[config.mk]
export PLATFORM = sky130hd
export DESIGN_NAME = reset_and_phy_powerdown_ctrl
export DESIGN_NICKNAME = d
export VERILOG_FILES = /design/src/include/rst_pwr_pkg.sv /design/src/hdl/reset_and_phy_powerdown_ctrl.sv
export SDC_FILE = /design/constraint.sdc
export NUM_CORES = 1
export LEC_CHECK = 0
export ABC_AREA = 1
export CAP_MARGIN = 30
export CORE_MARGIN = 5
export CORE_UTILIZATION = 55
export CTS_CLUSTER_DIAMETER = 80
export DETAILED_ROUTE_END_ITERATION = 10
export DONT_BUFFER_PORTS = 1
export MAX_ROUTING_LAYER = met4
export PLACE_DENSITY = 0.69
export SYNTH_ARGS = -nofsm -noshare
export SYNTH_HDL_FRONTEND = slang
export SYNTH_SLANG_ARGS = --single-unit
[constraint.sdc]
create_clock -name CORE_CLK_I -period 2.4 [get_ports CORE_CLK_I]
set_input_delay 0.24 -clock CORE_CLK_I [delete_from_list [all_inputs] [get_ports CORE_CLK_I]]
set_output_delay 0.24 -clock CORE_CLK_I [all_outputs]
set_load 0.005 [all_outputs]
[src/include/rst_pwr_pkg.sv]
package rst_pwr_pkg;
  // apb register byte addresses
  localparam logic [7:0] PMC_ADDR = 8'h00;   // power_mgmt_control
  localparam logic [7:0] HWC_ADDR = 8'h04;   // hardware_config
  localparam logic [7:0] EEC_ADDR = 8'h08;   // eeprom_command
  localparam logic [7:0] WAKE_ADDR = 8'h0C;  // wake test register
  localparam logic [7:0] PHYC_ADDR = 8'h10;  // phy basic control
  localparam logic [7:0] PHYS_ADDR = 8'h14;  // phy basic status
  localparam logic [7:0] PHYM_ADDR = 8'h18;  // phy mode control/status
  localparam logic [7:0] PHYI_ADDR = 8'h1C;  // phy interrupt source
  localparam logic [7:0] PHYE_ADDR = 8'h20;  // phy interrupt enable
  localparam logic [7:0] NOT_AFFECTED_BY_SOFT_RESET_ADDR = 8'h24;  // scratch kept over soft reset
  // field positions
  localparam int PMC_READY_BIT = 0;
  localparam int PMC_MODE_LSB = 12;
  localparam int PMC_PHY_RST_BIT = 10;
  localparam int HWC_SOFT_RESET_BIT_BIT = 0;
  localparam int EEC_BUSY_BIT = 31;
  localparam int PHYC_RST_BIT = 15;
  localparam int PHYC_PDN_BIT = 11;
  localparam int PHYS_LINK_BIT = 2;
  localparam int PHYM_EDPD_BIT = 13;
  localparam int PHYM_EON_BIT = 1;
  localparam int PHYI_EON_BIT = 1;
  // reset values
  localparam logic [31:0] NOT_AFFECTED_BY_SOFT_RESET_RST = 32'h0000_0000;
  localparam logic [31:0] BAD_ADDR_DATA = 32'h0000_0000;
  // timing, in nanoseconds, and clock
  localparam int CLK_NS = 50;
  localparam int POR_NS = 22_000_000;
  localparam int WAKE_NS = 2_000_000;
  localparam int SOFT_RESET_BIT_NS = 2_000;
  localparam int PHY_RST_NS = 100_000;
  localparam int POR_CYC = POR_NS / CLK_NS;
  localparam int WAKE_CYC = WAKE_NS / CLK_NS;
  localparam int SOFT_RESET_BIT_CYC = SOFT_RESET_BIT_NS / CLK_NS;
  localparam int PHY_RST_CYC = PHY_RST_NS / CLK_NS;
  localparam int EE_PROBE_CYC = 64;
  localparam int LINK_CYC = 32;
  // power states
  typedef enum logic [1:0] {
    PM_D0 = 2'b00,
    PM_D1 = 2'b01,
    PM_D2 = 2'b10
  } pm_mode_e;
  // apb request carrier
  typedef struct packed {
    logic sel;
    logic en;
    logic wr;
    logic [7:0] addr;
    logic [31:0] wdata;
  } apb_req_s;
endpackage

[src/hdl/reset_and_phy_powerdown_ctrl.sv]
// Overview of operation
// - while phy control bit 11 is set, phy stays powered down except management.
// - clearing phy control bit 11 powers phy up and runs an automatic phy reset.
// - phy mode bit 13 set enables energy-detect power-down; cleared disables it.
// - energy-detect with no line energy powers phy down except management and detector.
// - energy low means no transmit; received energy raises energy_present and powers up.
// - energy power-up restores prior state then sets energy_on_flag, interrupt bit 1.
// - energy_on_flag with its enable set raises the host interrupt.
// - first one or two packets after energy wake may be dropped.
// - five reset sources: power-on, pin, soft, pmc phy reset, phy control reset.
// - soft reset leaves the not_affected_by_soft_reset register unchanged.
// - after power-on, pin or soft reset, eeprom_busy bit 31 stays set during probe.
// - power-on holds internal reset about 22 ms.
// - ready reads 0 until power-on reset completes, then is set.
// - hw_reset_pin_n low resets the device; ready 0 until that reset ends.
// - ready is set within 2 ms of a wake test register write.
// - hardware_config bit 0 starts soft reset and self-clears after about 2 us.
// - power_mgmt_control bit 10 resets phy and self-clears after about 100 us.
// - phy control bit 15 resets phy and self-clears when the reset is done.
// - power-saving states clear ready; any wake test write returns to normal.
`timescale 1ns/1ps
module reset_and_phy_powerdown_ctrl #(
  parameter int POR_CYCLES = rst_pwr_pkg::POR_CYC,
  parameter int WAKE_CYCLES = rst_pwr_pkg::WAKE_CYC,
  parameter int PHY_RST_CYCLES = rst_pwr_pkg::PHY_RST_CYC
) (
  // clock and reset
  input wire logic CORE_CLK_I,
  input wire logic SYS_RST_I,
  // device pins
  input wire logic HW_RESET_PIN_N_I,
  input wire logic LINE_ENERGY_I,
  // apb slave
  input wire logic PSEL_I,
  input wire logic PENABLE_I,
  input wire logic PWRITE_I,
  input wire logic [7:0] PADDR_I,
  input wire logic [31:0] PWDATA_I,
  output logic PREADY_O,
  output logic PSLVERR_O,
  output logic [31:0] PRDATA_O,
  // status toward the rest of the chip
  output logic PHY_POWERED_O,
  output logic PHY_TX_ALLOW_O,
  output logic PHY_IRQ_O,
  output logic DEV_RESET_O
);
  localparam int CW = 32;
  rst_pwr_pkg::apb_req_s req;
  logic pin_s1_ff, pin_s2_ff, eng_s1_ff, eng_s2_ff;
  logic [CW-1:0] dev_cnt_ff, phy_cnt_ff, ee_cnt_ff, link_cnt_ff;
  logic dev_busy_ff, ready_ff, soft_reset_bit_ff, phy_rst_ff, phy_crst_ff, ee_busy_ff;
  logic pdn_ff, edpd_ff, eon_flag_ff, eon_en_ff, link_ff, phy_up_ff, eon_prev_ff;
  logic [31:0] not_affected_by_soft_reset_ff;
  logic [1:0] pm_mode_ff;
  logic wr, rd, dev_go, phy_go, eon_rise, pdn_now, energy_present;
  logic [31:0] nxt_rdata;
  logic nxt_err;

  assign req = '{sel: PSEL_I, en: PENABLE_I, wr: PWRITE_I, addr: PADDR_I, wdata: PWDATA_I};
  assign wr = req.sel && req.en && req.wr && PREADY_O == 1'b0;
  assign rd = req.sel && req.en && !req.wr && PREADY_O == 1'b0;

  // pin and line energy come from outside the clock domain
  always_ff @(posedge CORE_CLK_I) begin
    if (SYS_RST_I) begin
      pin_s1_ff <= 1'b1;
      pin_s2_ff <= 1'b1;
      eng_s1_ff <= 1'b0;
      eng_s2_ff <= 1'b0;
    end else begin
      pin_s1_ff <= HW_RESET_PIN_N_I;
      pin_s2_ff <= pin_s1_ff;
      eng_s1_ff <= LINE_ENERGY_I;
      eng_s2_ff <= eng_s1_ff;
    end
  end

  assign energy_present = eng_s2_ff;
  // soft reset, pin reset and power-on each start the device counter
  assign dev_go = !pin_s2_ff || (wr && req.addr == rst_pwr_pkg::HWC_ADDR
                  && req.wdata[rst_pwr_pkg::HWC_SOFT_RESET_BIT_BIT]);

  // device reset timer; power-on is modelled by the system reset
  always_ff @(posedge CORE_CLK_I) begin
    if (SYS_RST_I) begin
      dev_busy_ff <= 1'b1;
      soft_reset_bit_ff <= 1'b0;
      dev_cnt_ff <= CW'(POR_CYCLES);
    end else if (dev_go) begin
      dev_busy_ff <= 1'b1;
      soft_reset_bit_ff <= pin_s2_ff;
      dev_cnt_ff <= pin_s2_ff ? CW'(rst_pwr_pkg::SOFT_RESET_BIT_CYC) : CW'(1);
    end else if (dev_cnt_ff > CW'(1)) begin
      dev_cnt_ff <= dev_cnt_ff - CW'(1);
    end else begin
      dev_busy_ff <= 1'b0;
      soft_reset_bit_ff <= 1'b0;
      dev_cnt_ff <= '0;
    end
  end

  // eeprom probe follows every device-level reset
  always_ff @(posedge CORE_CLK_I) begin
    if (SYS_RST_I || dev_busy_ff) begin
      ee_busy_ff <= 1'b1;
      ee_cnt_ff <= CW'(rst_pwr_pkg::EE_PROBE_CYC);
    end else if (ee_cnt_ff != '0) begin
      ee_cnt_ff <= ee_cnt_ff - CW'(1);
    end else begin
      ee_busy_ff <= 1'b0;
    end
  end

  // power states; the wake delay is counted by the ready timer
  always_ff @(posedge CORE_CLK_I) begin
    if (SYS_RST_I || dev_busy_ff) begin
      pm_mode_ff <= rst_pwr_pkg::PM_D0;
    end else if (wr && req.addr == rst_pwr_pkg::WAKE_ADDR
                 && pm_mode_ff != rst_pwr_pkg::PM_D0) begin
      pm_mode_ff <= rst_pwr_pkg::PM_D0;
    end else if (wr && req.addr == rst_pwr_pkg::PMC_ADDR && ready_ff) begin
      pm_mode_ff <= req.wdata[rst_pwr_pkg::PMC_MODE_LSB +: 2];
    end
  end

  // ready: low in reset, low while asleep, high a fixed time after wake
  logic [CW-1:0] wake_cnt_ff;
  always_ff @(posedge CORE_CLK_I) begin
    if (SYS_RST_I || dev_busy_ff || dev_go) begin
      ready_ff <= 1'b0;
      wake_cnt_ff <= '0;
    end else if (pm_mode_ff != rst_pwr_pkg::PM_D0) begin
      ready_ff <= 1'b0;
      wake_cnt_ff <= CW'(WAKE_CYCLES);
    end else if (wake_cnt_ff > CW'(1)) begin
      wake_cnt_ff <= wake_cnt_ff - CW'(1);
    end else begin
      ready_ff <= 1'b1;
      wake_cnt_ff <= '0;
    end
  end

  assign phy_go = wr && ((req.addr == rst_pwr_pkg::PMC_ADDR
                  && req.wdata[rst_pwr_pkg::PMC_PHY_RST_BIT])
                  || (req.addr == rst_pwr_pkg::PHYC_ADDR
                  && req.wdata[rst_pwr_pkg::PHYC_RST_BIT]));
  // leaving general power-down triggers an automatic phy reset
  assign pdn_now = wr && req.addr == rst_pwr_pkg::PHYC_ADDR && pdn_ff
                   && !req.wdata[rst_pwr_pkg::PHYC_PDN_BIT];

  // phy reset timer, shared by all phy reset sources
  always_ff @(posedge CORE_CLK_I) begin
    if (SYS_RST_I || dev_busy_ff || phy_go || pdn_now) begin
      phy_cnt_ff <= CW'(PHY_RST_CYCLES);
      phy_rst_ff <= phy_go && req.addr == rst_pwr_pkg::PMC_ADDR;
      phy_crst_ff <= (phy_go && req.addr == rst_pwr_pkg::PHYC_ADDR) || pdn_now;
    end else if (phy_cnt_ff > CW'(1)) begin
      phy_cnt_ff <= phy_cnt_ff - CW'(1);
    end else begin
      phy_cnt_ff <= '0;
      phy_rst_ff <= 1'b0;
      phy_crst_ff <= 1'b0;
    end
  end

  // phy control bits; pmc and control-bit phy resets restore defaults, the power-down exit reset does not
  always_ff @(posedge CORE_CLK_I) begin
    if (SYS_RST_I || dev_busy_ff || phy_go) begin
      pdn_ff <= 1'b0;
      edpd_ff <= 1'b0;
      eon_en_ff <= 1'b0;
    end else if (wr && req.addr == rst_pwr_pkg::PHYC_ADDR) begin
      pdn_ff <= req.wdata[rst_pwr_pkg::PHYC_PDN_BIT];
    end else if (wr && req.addr == rst_pwr_pkg::PHYM_ADDR) begin
      edpd_ff <= req.wdata[rst_pwr_pkg::PHYM_EDPD_BIT];
    end else if (wr && req.addr == rst_pwr_pkg::PHYE_ADDR) begin
      eon_en_ff <= req.wdata[rst_pwr_pkg::PHYI_EON_BIT];
    end
  end

  // phy power: general power-down, or energy-detect without energy
  always_ff @(posedge CORE_CLK_I) begin
    if (SYS_RST_I) begin
      phy_up_ff <= 1'b1;
      eon_prev_ff <= 1'b0;
    end else begin
      phy_up_ff <= !pdn_ff && !(edpd_ff && !energy_present);
      eon_prev_ff <= energy_present;
    end
  end

  // power-up by energy keeps configuration; packets during wake may be lost
  assign eon_rise = edpd_ff && energy_present && !eon_prev_ff && !pdn_ff;

  // energy_on_flag: clear on read, but a new event wins over the clear
  always_ff @(posedge CORE_CLK_I) begin
    if (SYS_RST_I || dev_busy_ff || phy_go) begin
      eon_flag_ff <= 1'b0;
    end else if (eon_rise) begin
      eon_flag_ff <= 1'b1;
    end else if (rd && req.addr == rst_pwr_pkg::PHYI_ADDR) begin
      eon_flag_ff <= 1'b0;
    end
  end

  // link comes up some time after the phy is out of reset and powered
  always_ff @(posedge CORE_CLK_I) begin
    if (SYS_RST_I || phy_cnt_ff != '0 || !phy_up_ff || !energy_present) begin
      link_ff <= 1'b0;
      link_cnt_ff <= CW'(rst_pwr_pkg::LINK_CYC);
    end else if (link_cnt_ff != '0) begin
      link_cnt_ff <= link_cnt_ff - CW'(1);
    end else begin
      link_ff <= 1'b1;
    end
  end

  // scratch register, untouched by soft reset
  always_ff @(posedge CORE_CLK_I) begin
    if (SYS_RST_I || (dev_busy_ff && !soft_reset_bit_ff && dev_cnt_ff == CW'(1) && !pin_s2_ff)) begin
      not_affected_by_soft_reset_ff <= rst_pwr_pkg::NOT_AFFECTED_BY_SOFT_RESET_RST;
    end else if (!pin_s2_ff) begin
      not_affected_by_soft_reset_ff <= rst_pwr_pkg::NOT_AFFECTED_BY_SOFT_RESET_RST;
    end else if (wr && req.addr == rst_pwr_pkg::NOT_AFFECTED_BY_SOFT_RESET_ADDR && ready_ff) begin
      not_affected_by_soft_reset_ff <= req.wdata;
    end
  end

  // read mux; every register reads at any time, software must check ready itself
  always_comb begin
    nxt_rdata = rst_pwr_pkg::BAD_ADDR_DATA;
    nxt_err = 1'b0;
    case (req.addr)
      rst_pwr_pkg::PMC_ADDR: begin
        nxt_rdata[rst_pwr_pkg::PMC_READY_BIT] = ready_ff;
        nxt_rdata[rst_pwr_pkg::PMC_PHY_RST_BIT] = phy_rst_ff;
        nxt_rdata[rst_pwr_pkg::PMC_MODE_LSB +: 2] = pm_mode_ff;
      end
      rst_pwr_pkg::HWC_ADDR: nxt_rdata[rst_pwr_pkg::HWC_SOFT_RESET_BIT_BIT] = soft_reset_bit_ff;
      rst_pwr_pkg::EEC_ADDR: nxt_rdata[rst_pwr_pkg::EEC_BUSY_BIT] = ee_busy_ff;
      rst_pwr_pkg::WAKE_ADDR: nxt_rdata = '0;
      rst_pwr_pkg::PHYC_ADDR: begin
        nxt_rdata[rst_pwr_pkg::PHYC_RST_BIT] = phy_crst_ff;
        nxt_rdata[rst_pwr_pkg::PHYC_PDN_BIT] = pdn_ff;
      end
      rst_pwr_pkg::PHYS_ADDR: nxt_rdata[rst_pwr_pkg::PHYS_LINK_BIT] = link_ff;
      rst_pwr_pkg::PHYM_ADDR: begin
        nxt_rdata[rst_pwr_pkg::PHYM_EDPD_BIT] = edpd_ff;
        nxt_rdata[rst_pwr_pkg::PHYM_EON_BIT] = energy_present;
      end
      rst_pwr_pkg::PHYI_ADDR: nxt_rdata[rst_pwr_pkg::PHYI_EON_BIT] = eon_flag_ff;
      rst_pwr_pkg::PHYE_ADDR: nxt_rdata[rst_pwr_pkg::PHYI_EON_BIT] = eon_en_ff;
      rst_pwr_pkg::NOT_AFFECTED_BY_SOFT_RESET_ADDR: nxt_rdata = not_affected_by_soft_reset_ff;
      default: nxt_err = 1'b1;
    endcase
  end

  // one wait state: pready rises the cycle after the access phase starts
  always_ff @(posedge CORE_CLK_I) begin
    if (SYS_RST_I) begin
      PREADY_O <= 1'b0;
      PSLVERR_O <= 1'b0;
      PRDATA_O <= '0;
    end else begin
      PREADY_O <= req.sel && req.en && !PREADY_O;
      PSLVERR_O <= req.sel && req.en && !PREADY_O && nxt_err;
      PRDATA_O <= (rd && !nxt_err) ? nxt_rdata : '0;
    end
  end

  // outputs toward the chip
  always_ff @(posedge CORE_CLK_I) begin
    if (SYS_RST_I) begin
      PHY_POWERED_O <= 1'b0;
      PHY_TX_ALLOW_O <= 1'b0;
      PHY_IRQ_O <= 1'b0;
      DEV_RESET_O <= 1'b1;
    end else begin
      PHY_POWERED_O <= phy_up_ff;
      PHY_TX_ALLOW_O <= phy_up_ff && energy_present && phy_cnt_ff == '0;
      PHY_IRQ_O <= eon_flag_ff && eon_en_ff;
      DEV_RESET_O <= dev_busy_ff;
    end
  end

  // checks
  ready_after_reset_a: assert property (@(posedge CORE_CLK_I) disable iff (SYS_RST_I)
    dev_busy_ff |-> !ready_ff) else $error("ready set during reset");
  soft_reset_clear_a: assert property (@(posedge CORE_CLK_I) disable iff (SYS_RST_I)
    $rose(soft_reset_bit_ff) |-> ##[1:45] !soft_reset_bit_ff) else $error("soft reset bit stuck");
  pdn_powers_off_a: assert property (@(posedge CORE_CLK_I) disable iff (SYS_RST_I)
    pdn_ff |=> !phy_up_ff) else $error("phy up in power-down");
  pdn_exit_reset_a: assert property (@(posedge CORE_CLK_I) disable iff (SYS_RST_I)
    pdn_now |=> phy_crst_ff) else $error("no reset on power-down exit");
  edpd_no_energy_a: assert property (@(posedge CORE_CLK_I) disable iff (SYS_RST_I)
    edpd_ff && !energy_present |=> !phy_up_ff) else $error("phy up without energy");
  energy_flag_set_a: assert property (@(posedge CORE_CLK_I) disable iff (SYS_RST_I)
    eon_rise && !phy_go && !dev_busy_ff |=> eon_flag_ff) else $error("flag missed");
  irq_follows_flag_a: assert property (@(posedge CORE_CLK_I) disable iff (SYS_RST_I)
    eon_flag_ff && eon_en_ff |=> PHY_IRQ_O) else $error("interrupt missed");
  eeprom_busy_reset_a: assert property (@(posedge CORE_CLK_I) disable iff (SYS_RST_I)
    dev_busy_ff |=> ee_busy_ff) else $error("eeprom busy low in reset");
  sleep_clears_ready_a: assert property (@(posedge CORE_CLK_I) disable iff (SYS_RST_I)
    pm_mode_ff != rst_pwr_pkg::PM_D0 |=> !ready_ff) else $error("ready while asleep");
  pdn_no_power_a: assert property (@(posedge CORE_CLK_I) disable iff (SYS_RST_I)
    pdn_ff |-> ##2 !PHY_POWERED_O) else $error("powered output in power-down");
  pdn_no_tx_a: assert property (@(posedge CORE_CLK_I) disable iff (SYS_RST_I)
    pdn_ff |-> ##2 !PHY_TX_ALLOW_O) else $error("transmit allowed in power-down");
  pdn_exit_clear_a: assert property (@(posedge CORE_CLK_I) disable iff (SYS_RST_I)
    pdn_now |=> !pdn_ff) else $error("power-down not left");
  edpd_enable_a: assert property (@(posedge CORE_CLK_I) disable iff (SYS_RST_I)
    wr && req.addr == rst_pwr_pkg::PHYM_ADDR && req.wdata[rst_pwr_pkg::PHYM_EDPD_BIT]
    && !dev_busy_ff |=> edpd_ff) else $error("energy-detect not enabled");
  edpd_disable_a: assert property (@(posedge CORE_CLK_I) disable iff (SYS_RST_I)
    wr && req.addr == rst_pwr_pkg::PHYM_ADDR && !req.wdata[rst_pwr_pkg::PHYM_EDPD_BIT]
    |=> !edpd_ff) else $error("energy-detect not disabled");
  edpd_dark_a: assert property (@(posedge CORE_CLK_I) disable iff (SYS_RST_I)
    edpd_ff && !energy_present |-> ##2 !PHY_POWERED_O) else $error("powered without energy");
  no_energy_no_tx_a: assert property (@(posedge CORE_CLK_I) disable iff (SYS_RST_I)
    !energy_present |=> !PHY_TX_ALLOW_O) else $error("transmit without energy");
  energy_powers_up_a: assert property (@(posedge CORE_CLK_I) disable iff (SYS_RST_I)
    edpd_ff && energy_present && !pdn_ff |=> phy_up_ff) else $error("no power-up on energy");
  flag_needs_event_a: assert property (@(posedge CORE_CLK_I) disable iff (SYS_RST_I)
    $rose(eon_flag_ff) |-> $past(eon_rise)) else $error("flag set without energy event");
  irq_needs_flag_a: assert property (@(posedge CORE_CLK_I) disable iff (SYS_RST_I)
    !(eon_flag_ff && eon_en_ff) |=> !PHY_IRQ_O) else $error("interrupt without flag");
  pin_holds_reset_a: assert property (@(posedge CORE_CLK_I) disable iff (SYS_RST_I)
    !pin_s2_ff |=> dev_busy_ff) else $error("pin reset not applied");
  probe_after_reset_a: assert property (@(posedge CORE_CLK_I) disable iff (SYS_RST_I)
    $fell(dev_busy_ff) |-> ee_busy_ff) else $error("eeprom probe not running");
  busy_hides_ready_a: assert property (@(posedge CORE_CLK_I) disable iff (SYS_RST_I)
    DEV_RESET_O |-> !ready_ff) else $error("ready while device reset shown");
  wake_timer_runs_a: assert property (@(posedge CORE_CLK_I) disable iff (SYS_RST_I)
    wake_cnt_ff != '0 && pm_mode_ff == rst_pwr_pkg::PM_D0 && !dev_busy_ff && !dev_go
    |=> wake_cnt_ff == $past(wake_cnt_ff) - CW'(1)) else $error("wake timer stalled");
  wake_write_d0_a: assert property (@(posedge CORE_CLK_I) disable iff (SYS_RST_I)
    wr && req.addr == rst_pwr_pkg::WAKE_ADDR |=> pm_mode_ff == rst_pwr_pkg::PM_D0)
    else $error("still asleep after wake write");
  soft_reset_bit_keeps_scratch_a: assert property (@(posedge CORE_CLK_I) disable iff (SYS_RST_I)
    soft_reset_bit_ff && pin_s2_ff |=> $stable(not_affected_by_soft_reset_ff)) else $error("scratch lost in soft reset");
  por_timer_holds_a: assert property (@(posedge CORE_CLK_I) disable iff (SYS_RST_I)
    dev_busy_ff && dev_cnt_ff > CW'(1) && !dev_go |=> dev_busy_ff)
    else $error("reset ended early");
  phy_rst_done_a: assert property (@(posedge CORE_CLK_I) disable iff (SYS_RST_I)
    phy_cnt_ff == CW'(1) && !phy_go && !pdn_now && !dev_busy_ff
    |=> !phy_rst_ff && !phy_crst_ff) else $error("phy reset bit stuck");
  link_down_in_reset_a: assert property (@(posedge CORE_CLK_I) disable iff (SYS_RST_I)
    phy_cnt_ff != '0 |=> !link_ff) else $error("link up during phy reset");
endmodule // reset_and_phy_powerdown_ctrl

==> summary.txt <==
Status
  – Status: complete, no violations

Timing
  – Post-route minimum period: between 2 and 2.5 ns
  – Setup TNS: 0 ns
  – Final Setup Violations: 0
  – Max Clock Freq: between 400 and 500 MHz
  – Max-slew violations: 0
  – RSZ-0062 raised after global routing: false
  – Max-slew headroom: 0.3840
  – Worst Max-Slew Pin Slew: 0.9230 ns
  – Clk_skew: 0.008409 ns
  – Final Cycle Share: 0.8773
  – Endpoints failing hold: 0

Clocking
  – Worst skew pair latency: 0.52 ns
  – Clock Root Buffer: clkbuf_16
  – Clock Sink Count: 249
  – H-tree lvl count: 1
  – Clock Path Buffers: 3
  – CTS tree: built
  – TritonCTS Buffers: 27
  – CTS clk-pin slew, worst paths: 0.06 ns

Critical path
  – FF-to-FF Start: phy_cnt_ff[1]$_SDFF_PP0_
  – Worst Setup SP: SYS_RST_I
  – Crit path max fanout: 30
  – Critical path class: in -> reg
  – Worst Path Required: about 2.8 ns
  – Crit path capture type: register
  – Startpoint types: input pin
  – Worst EP arrival: about 2.5 ns

Placed design
  – Port bufs: 0
  – GP Congestion: 0.9247
  – HPWL after DPL: 19.92 mm

Logic synthesis
  – Syn avg cell area: 7.077 µm²
  – Synth Instances: roughly 1700
  – Post-synth EDFFs: 2
  – Syn nets: ~1700
  – Dominant synthesized flop cell: dfxtp_1
  – Post-synthesis cell area: 0.01178 mm²
  – Yosys reg bits: 249
  – Register area share after synthesis: 0.4247
  – Async SR Flop Fraction: 0
  – Synth warnings: 0
  – Unique masters post-synth: 43

Hold path
  – Worst hold start: PWDATA_I[11]
  – HP Class: in -> reg

Die
  – Die height: around 160 µm
  – Die Width: 156.4 µm
  – CORE AREA: 0.02109 mm²
  – Die ar.: around 0.024 mm²
  – # rows: 53
  – Starting Density: 0.5588
  – Top Ports: 85

Route
  – Via count: approximately 10000
  – DRT Wirelength: 27.81 mm
  – Drt pass-1 iters: 5
  – WL/cell: 13.82 µm
  – Vias per cell: between 5 and 6
  – Antenna Nets Post-Route: 0
  – DR DRC count: 0
  – DRC marker count from the first detailed-route iteration: 644

Flow run
  – Max-cap violations: 0

Layout
  – Final Util: 0.6371
  – Area of the multi-input gates: between 0.005 and 0.006 mm²
  – FF/Latch Area: around 0.0050 mm²
  – Fill count: 1921
  – Final nets: 1774
  – Layout cell share with drive strength beyond 1: 0.07484
  – Area grow syn2layout: 14.02%

Global routing
  – Antenna violations before repair: 1
  – Pin count of the biggest net entering global routing: 34
  – Remaining Overflow, GRT: 0
  – GRT Overall Usage: 0.2278
  – First-pass GRT wire length: around 45 mm
  – Vias in the first global route: 9727

Power
  – Pwr Density: 651.0 mW/mm²
  – Worst VDD drop: 0.6743 mV
  – Pleak: ~6.0 nW
## report_power, final
part / internal (mW) / switching, mW / total, mW
sequential: 4.17 / 0.0268 / 4.20
combinational: 0.117 / 0.167 / 0.284
clock: 2.63 / 1.64 / 4.26
total: 6.92 / 1.83 / 8.75
## cell type report
class / instances / share of cell area
Clock buffer: 37 / 0.05904
Antenna cell: 1 / 0.0001863
Clock inverter: 12 / 0.01052
Inverter: 220 / 0.06146
Timing Repair Buffer: 55 / 0.04079
Tap cell: 275 / 0.02561
Sequential cell: 249 / 0.3725
Multi-Input combinational cell: 1164 / 0.4299
## flip-flops by register name (all words and copies together) (netlist names), 2 cells and up
name and flops:
PRDATA_O 32, dev_cnt_ff 32, ee_cnt_ff 32, link_cnt_ff 32, not_affected_by_soft_reset_ff 32, phy_cnt_ff 32, wake_cnt_ff 32, pm_mode_ff 2
## repair_timing
item | in CTS | in global routing
resized for setup | 0 | 0
endpoints found under the hold margin | 55 | 0
buffers inserted | 0 | 0
hold buffers | 39 | 0
## placed cells by master (no fill, tap or decap), types with 3 or more instances in the layout
| master | instances |
|---|---|
| nor2_1 | 392 |
| nand2_1 | 286 |
| dfxtp_1 | 247 |
| inv_1 | 214 |
| o21ai_0 | 75 |
| nand3_1 | 73 |
| a21oi_1 | 68 |
| xor2_1 | 54 |
| nand4_1 | 52 |
| xnor2_1 | 44 |
| dlygate4sd3_1 | 39 |
| clkbuf_16 | 27 |
| nor2_2 | 26 |
| nor3_1 | 22 |
| buf_4 | 13 |
| nor2_4 | 10 |
| ha_1 | 10 |
| clkbuf_8 | 8 |
| clkinv_2 | 7 |
| inv_2 | 6 |
| nand3_2 | 5 |
| o21bai_1 | 5 |
| or2_2 | 5 |
| nand2_2 | 4 |
| nand3b_1 | 4 |
| nor4_1 | 4 |
| a211oi_1 | 4 |
| nor3_2 | 3 |
| bufinv_16 | 3 |
| buf_12 | 3 |
## worst paths after layout
kind | to | slack, ns | depth (start not counted)
hold reg to reg | energy_present$_SDFF_PP0_ | 0.42 | 2
hold / removal | phy_crst_ff$_SDFFCE_PN0P_ | 0.02 | 3
setup / recovery | ee_cnt_ff[25]$_SDFFE_PP0P_ | 0.29 | 5
setup reg to reg | phy_cnt_ff[24]$_SDFF_PP0_ | 0.39 | 12
## worst max-delay path, stage by stage
cell	delay, ns
dlygate4sd3_1	0.95
nor2_2	0.23
buf_4	0.22
inv_1	0.67
nor3_1	0.14
## cell families after synthesis
logic type	after synthesis	synth area share
DFF	249	0.4247
adders and majority gates	10	0.01062
and+or+nand+nor	896	0.3333
buffers and inverters	252	0.08590
xor gates and xnor gates	98	0.07284
AOI/OAI and AO/OA	160	0.07263
## cells in the mapped netlist (9+ instances only)
library cell	instances	area (µm²)
nor2_4	10	112.6
dfxtp_1	247	4945
xor2_1	54	473.0
buf_2	14	70.07
nor3_1	22	110.1
nand2_1	286	1074
xnor2_1	44	385.4
inv_1	214	803.3
nand4_1	52	325.3
clkbuf_1	9	33.78
a21oi_1	68	340.3
nand3_1	73	365.4
nor2_2	25	156.4
ha_1	10	125.1
nor2_1	393	1475
o21ai_0	75	375.4
## metal layers
| layer | GRT usage | part of all wire | vias to the layer above |
|---|---|---|---|
| li1 | - | - | 5329 |
| met1 | 0.3008 | 0.46 | 4704 |
| met2 | 0.3657 | 0.46 | 228 |
| met3 | 0.03678 | 0.052 | 52 |
| met4 | 0.05992 | 0.024 | 0 |
| met5 | - | 0 | - |
## per-stage QoR
step	instance area (µm²)	setup WS (ns)	hold WS [ns]	power (mW)	cells
finish	13440	0.2945	0.01559	8.747	2013
global route	13440	0.1497	0.01067	9.052	2013
CTS	13430	0.3121	0.001471	8.846	2012
detailed placement	12110	0.4121	0.3174	4.509	1924
global placement	12110	0.5149	0.3181	4.504	1924
floorplan	11780	0.5788	0.3227	4.456	1665
Note: power is estimated with default switching activity, not from simulation.
